**src/pkg/clock_position_defines.vh**
```
/*
 * Register offsets, field positions, reset values and delay-step timing
 * for the clock position capture readout.
 * Assumes it is included by bare name from the sampler and capture design files.
 */
`ifndef CLOCK_POSITION_DEFINES_VH
`define CLOCK_POSITION_DEFINES_VH

// Register word indices
`define ADDR_SNAPSHOT_LOW      7'h0b
`define ADDR_SNAPSHOT_HIGH     7'h0c
`define ADDR_DELAY_STEP        7'h0d
`define ADDR_CAPTURE_CONTROL   7'h0e

// Reset values
`define RST_SNAPSHOT           16'h0000
`define RST_DELAY_STEP         16'h0003
`define RST_CAPTURE_CONTROL    16'h0002

// Field positions
`define STEP_LSB               0
`define STEP_MSB               1
`define CTL_LATCH_BIT          0
`define CTL_FUNCTION_BIT       1
`define CTL_CAPTURE_EN_BIT     2
`define CTL_MUTE_BIT           8

// Request pin function codes
`define FUNC_SYNC              1'h0
`define FUNC_FRAME_REQUEST     1'h1

// Delay step per code, in picoseconds
`define STEP_PS_CODE0          28
`define STEP_PS_CODE1          15
`define STEP_PS_CODE2          11
`define STEP_PS_CODE3          8

// Core clock period, in picoseconds
`define MCLK_PERIOD_PS         4000

// Snapshot geometry
`define SNAPSHOT_BITS          32
`define SNAPSHOT_INDEX_BITS    5

`endif

```
**src/design/request_edge_arm.v**
```verilog
/*
 * Arms on the falling edge of the window clear and fires one pulse on
 * the first rising edge of the request pins seen while armed.
 * Assumes request and clear inputs are synchronous to mclk_in.
 */
`timescale 1ns/1ps
module request_edge_arm
(
	input  wire mclk_in,
	input  wire rst_n_in,
	input  wire window_enable_in,
	input  wire request_window_clear_in,
	input  wire frame_request_input_in,
	output reg  armed_out,
	output reg  trigger_out
);
	reg request_prev;
	reg clear_prev;
	wire request_rise;
	wire clear_fall;

	assign request_rise = frame_request_input_in & ~request_prev;
	assign clear_fall   = clear_prev & ~request_window_clear_in;

	always @(posedge mclk_in or negedge rst_n_in)
	begin
		if (!rst_n_in)
		begin
			request_prev <= 1'b0;
			clear_prev   <= 1'b0;
			armed_out    <= 1'b0;
			trigger_out  <= 1'b0;
		end
		else
		begin
			request_prev <= frame_request_input_in;
			clear_prev   <= request_window_clear_in;
			trigger_out  <= 1'b0;
			if (!window_enable_in || request_window_clear_in)
				armed_out <= 1'b0;
			else if (clear_fall)
				armed_out <= 1'b1;
			else if (armed_out && request_rise)
			begin
				armed_out   <= 1'b0;
				trigger_out <= 1'b1;
			end
		end
	end
endmodule

```
**src/design/delay_tap_sampler.v**
```verilog
/*
 * Walks the delay line tap by tap after a trigger, storing one input
 * clock sample per tap from bit 0 upward, and forces both end bits.
 * Assumes input_clock_sample_in is the delay line output, synchronous.
 */
`timescale 1ns/1ps
`include "clock_position_defines.vh"
module delay_tap_sampler
#(
	parameter WIDTH      = `SNAPSHOT_BITS,
	parameter INDEX_BITS = `SNAPSHOT_INDEX_BITS
)
(
	input  wire             mclk_in,
	input  wire             rst_n_in,
	input  wire             start_in,
	input  wire [1:0]       step_code_in,
	input  wire             input_clock_sample_in,
	output reg  [WIDTH-1:0] snapshot_out,
	output reg              busy_out,
	output reg              done_out
);
	// Steps shorter than one core clock clamp to one cycle per tap
	localparam integer CYC0_WIDE = (`STEP_PS_CODE0 < `MCLK_PERIOD_PS) ? 1
		: `STEP_PS_CODE0 / `MCLK_PERIOD_PS;
	localparam integer CYC1_WIDE = (`STEP_PS_CODE1 < `MCLK_PERIOD_PS) ? 1
		: `STEP_PS_CODE1 / `MCLK_PERIOD_PS;
	localparam integer CYC2_WIDE = (`STEP_PS_CODE2 < `MCLK_PERIOD_PS) ? 1
		: `STEP_PS_CODE2 / `MCLK_PERIOD_PS;
	localparam integer CYC3_WIDE = (`STEP_PS_CODE3 < `MCLK_PERIOD_PS) ? 1
		: `STEP_PS_CODE3 / `MCLK_PERIOD_PS;
	localparam [7:0]   CYC0      = CYC0_WIDE[7:0];
	localparam [7:0]   CYC1      = CYC1_WIDE[7:0];
	localparam [7:0]   CYC2      = CYC2_WIDE[7:0];
	localparam [7:0]   CYC3      = CYC3_WIDE[7:0];

	reg  [INDEX_BITS-1:0] tap;
	reg  [7:0]            spacing;
	reg  [7:0]            wait_count;
	reg  [1:0]            step_held;
	reg  [WIDTH-1:0]      samples;
	wire                  take;

	always @*
	begin
		case (step_held)
			2'h0: spacing = CYC0;
			2'h1: spacing = CYC1;
			2'h2: spacing = CYC2;
			default: spacing = CYC3;
		endcase
	end

	assign take = busy_out && (wait_count == 8'h00);

	genvar i;
	generate
		for (i = 0; i < WIDTH; i = i + 1)
		begin : g_bit
			always @(posedge mclk_in or negedge rst_n_in)
			begin
				if (!rst_n_in)
					samples[i] <= 1'b0;
				else if (take && tap == i)
					samples[i] <= input_clock_sample_in;
			end
		end
	endgenerate

	always @(posedge mclk_in or negedge rst_n_in)
	begin
		if (!rst_n_in)
		begin
			tap          <= {INDEX_BITS{1'b0}};
			wait_count   <= 8'h00;
			step_held    <= 2'h3;
			busy_out     <= 1'b0;
			done_out     <= 1'b0;
			snapshot_out <= {WIDTH{1'b0}};
		end
		else
		begin
			done_out <= 1'b0;
			if (start_in && !busy_out)
			begin
				busy_out   <= 1'b1;
				tap        <= {INDEX_BITS{1'b0}};
				wait_count <= 8'h00;
				step_held  <= step_code_in;
			end
			else if (busy_out)
			begin
				if (wait_count != 8'h00)
					wait_count <= wait_count - 8'h01;
				else if (tap == WIDTH - 1)
				begin
					busy_out     <= 1'b0;
					done_out     <= 1'b1;
					// End taps flag window-edge uncertainty
					snapshot_out <= {1'b1, samples[WIDTH-2:1], 1'b1};
				end
				else
				begin
					tap        <= tap + 1'b1;
					wait_count <= spacing - 8'h01;
				end
			end
		end
	end
endmodule

```
**src/design/clock_position_capture.v**
```verilog
/*
 * Register file and capture sequencing for the clock position readout:
 * two read-only snapshot words, the delay-step select and the capture
 * control word, with the delay-line sampler and request arming logic.
 * Assumes a simple synchronous register port and synchronous pins.
 */
`timescale 1ns/1ps
`include "clock_position_defines.vh"
module clock_position_capture
(
	input  wire        mclk_in,
	input  wire        rst_n_in,
	input  wire [6:0]  reg_addr_in,
	input  wire        reg_write_in,
	input  wire [15:0] reg_wdata_in,
	input  wire        reg_read_in,
	input  wire        sync_enable_in,
	input  wire        frame_reference_enable_in,
	input  wire        request_window_clear_in,
	input  wire        frame_request_input_in,
	input  wire        input_clock_sample_in,
	output reg  [15:0] reg_rdata_out,
	output reg         reg_rvalid_out,
	output reg  [1:0]  request_delay_step_out,
	output reg         request_pin_function_out,
	output reg         capture_busy_out,
	output reg         capture_done_out
);
	localparam [1:0] ST_IDLE    = 2'b01;
	localparam [1:0] ST_CAPTURE = 2'b10;
	localparam [15:0] STEP_RESET = `RST_DELAY_STEP;
	localparam [15:0] CTL_RESET  = `RST_CAPTURE_CONTROL;

	reg  [1:0]  state;
	reg  [1:0]  next_state;
	reg  [15:0] snapshot_low;
	reg  [15:0] snapshot_high;
	reg  [1:0]  request_delay_step;
	reg         position_capture_enable;
	reg         request_pin_function;
	reg         request_latch;
	reg         sync_mute_release;
	reg  [15:0] next_rdata;
	wire        window_enable;
	wire        trigger;
	wire [31:0] sampled;
	wire        sampler_busy;
	wire        sampler_done;

	// Window runs only with capture enabled and a sync path on
	assign window_enable = position_capture_enable
		& (sync_enable_in | frame_reference_enable_in);

	request_edge_arm u_arm
	(
		.mclk_in                 (mclk_in),
		.rst_n_in                (rst_n_in),
		.window_enable_in        (window_enable),
		.request_window_clear_in (request_window_clear_in),
		.frame_request_input_in  (frame_request_input_in),
		.armed_out               (),
		.trigger_out             (trigger)
	);

	delay_tap_sampler #(
		.WIDTH      (`SNAPSHOT_BITS),
		.INDEX_BITS (`SNAPSHOT_INDEX_BITS)
	) u_sampler
	(
		.mclk_in               (mclk_in),
		.rst_n_in              (rst_n_in),
		.start_in              (trigger && state == ST_IDLE),
		.step_code_in          (request_delay_step),
		.input_clock_sample_in (input_clock_sample_in),
		.snapshot_out          (sampled),
		.busy_out              (sampler_busy),
		.done_out              (sampler_done)
	);

	always @*
	begin
		case (state)
			ST_IDLE:
				next_state = (trigger) ? ST_CAPTURE : ST_IDLE;
			ST_CAPTURE:
				next_state = (sampler_done) ? ST_IDLE : ST_CAPTURE;
			default:
				next_state = ST_IDLE;
		endcase
	end

	always @(posedge mclk_in or negedge rst_n_in)
	begin
		if (!rst_n_in)
		begin
			state            <= ST_IDLE;
			snapshot_low     <= `RST_SNAPSHOT;
			snapshot_high    <= `RST_SNAPSHOT;
			capture_busy_out <= 1'b0;
			capture_done_out <= 1'b0;
			request_latch    <= 1'b0;
		end
		else
		begin
			state            <= next_state;
			capture_busy_out <= sampler_busy | (next_state == ST_CAPTURE);
			capture_done_out <= sampler_done;
			// Only a finished capture loads the snapshot
			if (sampler_done)
			begin
				snapshot_low  <= sampled[15:0];
				snapshot_high <= sampled[31:16];
			end
			if (request_window_clear_in)
				request_latch <= 1'b0;
			else if (trigger)
				request_latch <= 1'b1;
		end
	end

	// Register writes
	always @(posedge mclk_in or negedge rst_n_in)
	begin
		if (!rst_n_in)
		begin
			request_delay_step      <= STEP_RESET[`STEP_MSB:`STEP_LSB];
			position_capture_enable <= CTL_RESET[`CTL_CAPTURE_EN_BIT];
			request_pin_function    <= CTL_RESET[`CTL_FUNCTION_BIT];
			sync_mute_release       <= CTL_RESET[`CTL_MUTE_BIT];
			request_delay_step_out  <= STEP_RESET[`STEP_MSB:`STEP_LSB];
			request_pin_function_out <= CTL_RESET[`CTL_FUNCTION_BIT];
		end
		else
		begin
			if (reg_write_in && reg_addr_in == `ADDR_DELAY_STEP)
				request_delay_step <= reg_wdata_in[`STEP_MSB:`STEP_LSB];
			if (reg_write_in && reg_addr_in == `ADDR_CAPTURE_CONTROL)
			begin
				position_capture_enable <= reg_wdata_in[`CTL_CAPTURE_EN_BIT];
				request_pin_function    <= reg_wdata_in[`CTL_FUNCTION_BIT];
				sync_mute_release       <= reg_wdata_in[`CTL_MUTE_BIT];
			end
			request_delay_step_out   <= request_delay_step;
			request_pin_function_out <= request_pin_function;
		end
	end

	// Read mux; reads never disturb stored values
	always @*
	begin
		next_rdata = 16'h0000;
		case (reg_addr_in)
			`ADDR_SNAPSHOT_LOW:
				next_rdata = snapshot_low;
			`ADDR_SNAPSHOT_HIGH:
				next_rdata = snapshot_high;
			`ADDR_DELAY_STEP:
				next_rdata = {14'h0000, request_delay_step};
			`ADDR_CAPTURE_CONTROL:
				next_rdata = {7'h00, sync_mute_release, 5'h00,
					position_capture_enable, request_pin_function, request_latch};
			default:
				next_rdata = 16'h0000;
		endcase
	end

	always @(posedge mclk_in or negedge rst_n_in)
	begin
		if (!rst_n_in)
		begin
			reg_rdata_out  <= 16'h0000;
			reg_rvalid_out <= 1'b0;
		end
		else
		begin
			reg_rvalid_out <= reg_read_in;
			if (reg_read_in)
				reg_rdata_out <= next_rdata;
		end
	end
endmodule

```
**config.mk**
```make
export PLATFORM = sky130hd
export DESIGN_NAME = clock_position_capture
export DESIGN_NICKNAME = d
export VERILOG_FILES = /design/src/design/request_edge_arm.v /design/src/design/delay_tap_sampler.v /design/src/design/clock_position_capture.v
export VERILOG_INCLUDE_DIRS = /design/src /design/src/pkg
export SDC_FILE = /design/constraint.sdc
export NUM_CORES = 1
export LEC_CHECK = 0
export ABC_AREA = 1
export BUFFER_PORTS_ARGS = -buffer_cell sky130_fd_sc_hd__buf_2
export CAP_MARGIN = 10
export CORE_ASPECT_RATIO = 0.7
export CORE_MARGIN = 2
export CORE_UTILIZATION = 60
export DETAILED_ROUTE_END_ITERATION = 6
export HOLD_SLACK_MARGIN = 0.03
export PLACE_DENSITY_LB_ADDON = 0.25
export SYNTH_ARGS = -nofsm -noshare
export SYNTH_HDL_FRONTEND = slang
export SYNTH_SLANG_ARGS = --single-unit
```
**constraint.sdc**
```tcl
create_clock -name mclk_in -period 5.61 [get_ports mclk_in]
set_input_delay 0.8415 -clock mclk_in [delete_from_list [all_inputs] [get_ports mclk_in]]
set_output_delay 0.8415 -clock mclk_in [all_outputs]
set_load 0.1 [all_outputs]
```
* Word-level counts from Yosys, hierarchy flattened *
Index checks and enable logic that the tools add are counted.

operators by class
  $add $sub $neg = 2
  multipliers = 0
  divide/modulo/power cells = 0
  magnitude comparators = 0
  equal/unequal tests = 41
  shifts and indexed selects = 0
  mux-type cells = 28
  bitwise gates (word level) = 9
  reductions and logical operators = 47

operator list
  kind                 count
  $eq 5x5->1 const B   16
  $pmux 16 s4          1
  $eq 5x4->1 const B   8
  $logic_and 1x1->1    36
  $mux 8               4
  $eq 7x4->1 const B   4
  $eq 5x3->1 const B   4
  $mux 5               4
  $mux 1               16
  $eq 5x2->1 const B   2
  $logic_not 8->1      1
  $reduce_bool 8->1    1
  $sub 8x1->8 const B  1
  $add 5x1->5 const B  1
  $eq 5x1->1 const B   1
  $eq 2x2->1 const B   2
  $mux 2               2
  $not 1->1            4
  $pmux 2 s2           1
  $reduce_and 4->1     1
  $reduce_bool 2->1    2
  $and 1x1->1          3
  $ne 3x3->1 const B   1
  $reduce_and 3->1     1
  8 further kinds      10

word-level totals
  register bits after elaboration = 143
  latch bits = 0
  RAM bits = 0
  memory bits (read-only) = 0
  input bits = 32
  output and inout bits = 22
  logic and storage cells = 180
  memories = 0

* Depth between registers and ports, before layout *
  depth after elaboration = 6
  depth in mapped cells = 13
  depth with buffers taken out = 11

* Cells and area by module *
Synthesis repeated with hierarchy kept, for this count alone.

unflattened totals
  cells, all modules = 745
  area total of the unflattened synthesis = 6307.3 µm²

by module, submodules not included
  module                  times used  cells an instance  area each (µm²)  seq. area each (µm²)
  delay_tap_sampler       1           411                3487.1           1901.8
  clock_position_capture  1           317                2667.6           1560.2
  request_edge_arm        1           17                 152.6            100.1

* Worst setup path after synthesis *
OpenSTA, ideal clock, no wires.

  path type = reg2reg
  from = register u_sampler.tap[0]
  to = register u_sampler.wait_count[7]
  setup time = 71 ps
  arrival = 1761 ps
  required time = 5539 ps
  setup slack = 3777 ps
  stages on the path, launching flop included = 14
  buffers on the path = 2
  clock period less this slack = 1833 ps
  cell sequence = dfrtp_1 ha_1 clkbuf_1 inv_1 nor2_1 ha_1 nand2_1 clkinv_1 nand3_2 buf_2 nand3_1 nand2_1 clkinv_1 nor2_1

between the ends
  cells in the longest elaborated chain, start to end = 3

RTL lines
  element                            RTL line                 text
  start, declared                    delay_tap_sampler.v:37   reg [INDEX_BITS-1:0] tap;
  start signal, assigned             delay_tap_sampler.v:74   tap <= {INDEX_BITS{1'b0}};
  start signal, assigned             delay_tap_sampler.v:87   tap <= {INDEX_BITS{1'b0}};
  start signal, assigned             delay_tap_sampler.v:104  tap <= tap + 1'b1;
  $eq 5x5->1                         n/a
  $ne 3x3->1 (no source line)        n/a
  $reduce_and 2->1 (no source line)  n/a
  end signal, assigned               delay_tap_sampler.v:94   wait_count <= wait_count - 8'h01;
  end signal, assigned               delay_tap_sampler.v:105  wait_count <= spacing - 8'h01;
  end, declared                      delay_tap_sampler.v:39   reg [7:0] wait_count;

Every way passes these cells.
A chain may end at the register's enable or synchronous reset.

* Worst setup path after layout *
  from = register u_sampler.tap[0]
  to = register u_sampler.snapshot_out[11]

between the ends
  cells in the longest elaborated chain, start to end = 2

RTL lines
  element                            RTL line                 text
  $eq 5x5->1                         n/a
  $reduce_and 4->1 (no source line)  n/a
  end signal, assigned               delay_tap_sampler.v:79   snapshot_out <= {WIDTH{1'b0}};
  end signal, assigned               delay_tap_sampler.v:100  snapshot_out <= {1'b1, samples[WIDTH-2:1], 1'b1};
  end, declared                      delay_tap_sampler.v:19   output reg [WIDTH-1:0] snapshot_out,

Every way passes these cells.

==> impl_metrics.py <==
metrics = {
    "power": {
        "power_density_mw_per_mm2": 360,
        "leakage_nw": 3.48,
        "peakVddDrop_mv": 0.318,
    },
    "sta": {
        "hold_viol_final": 0,
        "skew_ps": 8.18,
        "fin_setup_tns_ps": 0,
        "slew_viol_final": 0,
        "worstMarginPinSlew_ps": 905,
        "clock.fmax_mhz": 339,
        "rsz0062_at_grt": "no",
        "timing.final.crit_share": 0.526,
        "layout_min_cycle_time_ps": 2950,
        "setup_violations": 0,
        "slew-limit-headroom": 0.395,
    },
    "clock_tree": {
        "htree_levels": 4,
        "clock_sinks": 141,
        "hold_buffers": 0,
        "cts_tree": "yes",
        "clock_path_buffers": 2,
        "clk_pin_slew_ps": 60,
        "clock_latency_ps": 420,
        "cts_root_buf": "clkbuf_16",
        "cts_resized": 0,
        "cts_buffers": 17,
        "cts_setup_buffers": 0,
    },
    "placed_design": {
        "place_congestion": 0.855,
        "dp_hpwl_um": 8610,
        "port_buffers": 41,
    },
    "flow_run": {
        "cap_violations": 0,
    },
    "yosys": {
        "synth_cell_types": 28,
        "synth_common_cells": "nand2_1 (312), dfrtp_1 (134), nand3_1 (63), nor2_1 (50), o21ai_1 (48)",
        "synth.most_common_cell": "nand2_1",
        "synth_cells": 775,
        "synth_xor_area_frac": 0.00416,
        "yosysTopAreaCellShare": 0.530,
        "muxShareOfSynthArea": 0,
        "yosys_warnings": 0,
        "yosysTopAreaCell": "dfrtp_1",
        "synthTopCellsByArea": "dfrtp_1 (53%), nand2_1 (19%), nand3_1 (5.0%)",
        "synth_simple_gate_area_frac": 0.296,
        "avgSynthCellArea_um2": 8.16,
        "synth-compound-area-share": 0.0645,
        "synth_flop_cell": "dfrtp_1",
        "ys_ff_latch": 141,
        "synth_edf_count": 0,
        "async_flop_share": 1.00,
        "syn_area_mm2": 0.00632,
        "synth_seq_area_share": 0.559,
        "synthAdderAreaFrac": 0.0198,
        "synth_top_family_by_area": "simple AND/OR/NAND/NOR gates",
        "syn_nets": 817,
    },
    "die": {
        "die_area_mm2": 0.0114,
        "core_area_mm2": 0.0103,
        "rows": 31,
        "start_util": 0.613,
        "pin_count": 54,
        "die_h_um": 89.9,
        "die_w_um": 127,
    },
    "cells_and_area": {
        "area_delta_synth_final_pct": 12.6,
        "fin_util": 0.690,
        "drive_above_1_share": 0.119,
        "nets": 846,
        "antenna_cells": 0,
    },
    "worst_setup_path": {
        "endpoint_kind": "flip-flop",
        "crit_arrival_ps": 3300,
        "worstSetupPathType": "reg -> reg",
        "start_kind": "flip-flop",
        "worst-endpoint-required_ps": 5960,
        "path_max_fanout": 34,
    },
    "grt": {
        "grt_remaining_overflow": 0,
        "antenna_found_initial": 0,
        "grt_pass1_wl_um": 23200,
        "grt_max_degree": 100,
        "grt.total_usage": 0.255,
        "grt_pass1_vias": 4831,
    },
    "drt": {
        "drt_iter0_drc": 467,
        "routedWlPerCell_um": 14.0,
        "drc_errors": 0,
        "via_per_inst": 5.32,
        "drtPass1Iterations": 5,
        "drt_wl_total_um": 13200,
        "antenna_left": 0,
        "vias": 5046,
    },
    "min_path": {
        "hold_path.class": "reg -> reg",
    },
    "run_status": {
        "status": "complete, no violations",
    },
}
## sequential cells by signal, indices dropped and copies added (netlist names)
signal	cells
position_capture_enable	1
u_sampler.tap	5
snapshot_low	16
u_sampler.done_out	1
request_delay_step	2
u_sampler.wait_count	8
u_arm.armed_out	1
reg_rvalid_out	1
u_sampler.snapshot_out	31
request_latch	1
capture_busy_out	1
u_sampler.busy_out	1
u_arm.request_prev	1
u_arm.trigger_out	1
capture_done_out	1
u_sampler.samples	30
u_arm.clear_prev	1
state	2
reg_rdata_out	16
request_pin_function_out	1
request_delay_step_out	2
sync_mute_release	1
request_pin_function	1
snapshot_high	15
## critical path: stages, from the launching register on
cell and delay [ps]:
dfrtp_1 400, ha_1 360, inv_1 70, nor2_1 160
ha_1 170, nand2_1 110, clkinv_1 80, nand3_2 500
inv_2 670, nand2_1 200, nand2_1 110
## cell type report
cell class | count | area, µm²
sequential | 141 | 3540
clock inverter | 9 | 63.8
clock buffer | 22 | 474
multi-input combinational | 546 | 2430
timing repair buffer | 43 | 246
tap | 132 | 165
inverter | 55 | 206
fill | 830 | 3190
## where the power goes
| group | internal (mW) | switching, mW |
|---|---|---|
| sequential | 1.08 | 0.0545 |
| clock | 0.597 | 0.421 |
| combinational | 0.123 | 0.294 |
## cells by family after synthesis
logic type      count (synthesis)
flops                         141
xor+xnor                        3
simple gates                  452
buf+inv                        88
fa+ha+maj                      10
compound gates                 81
## placed cells by master, fill, tap and decap left out, types with 3 or more instances in the layout
cell type,Yosys,routed
dfrtp_1,134,134
inv_2,5,5
buf_2,15,40
nor2_2,5,5
clkinv_2,0,3
dfstp_2,7,7
clkbuf_16,0,17
clkinvlp_4,0,3
o21ai_0,31,31
o21ai_1,48,48
ha_1,10,10
nor3_1,3,3
nand2_1,312,312
nand4_1,9,9
nor2_1,50,50
nand3_1,63,63
clkinv_1,3,3
clkbuf_8,0,3
inv_1,47,47
## per-layer routing
layer / global-route usage / wire, µm / up-vias
met2: 0.386 / 5890 / 155
met5: 0 / 0 / -
li1: - / - / 2512
met4: 0.0742 / 136 / 0
met3: 0.0577 / 730 / 12
met1: 0.375 / 6480 / 2367
## per-stage QoR
step	setup slack, ps	power, mW	instance area (µm²)	hold slack, ps	cells
finish	2660	2.57	7120	376	948
global route	2320	2.69	7120	380	948
CTS	2690	2.57	7100	374	947
detailed placement	2730	1.56	6560	365	916
global placement	2760	1.54	6560	365	916
floorplan	3780	1.45	6320	352	775
## worst paths after layout
| check | from | end | slack, ps | cells after the start |
|---|---|---|---|---|
| max | u_sampler.tap[0] | u_sampler.snapshot_out[11] | 2660 | 10 |
| max reg2reg | u_sampler.tap[0] | u_sampler.snapshot_out[11] | 2660 | 10 |
| max in group asynchronous | rst_n_in | snapshot_low[3] | 3980 | 2 |
| min reg2reg | request_delay_step[0] | request_delay_step_out[0] | 380 | 0 |
| min in group asynchronous | rst_n_in | position_capture_enable | 510 | 1 |
| min | request_delay_step[0] | request_delay_step_out[0] | 380 | 0 |
No activity file was read; power rests on OpenSTA's default activity.
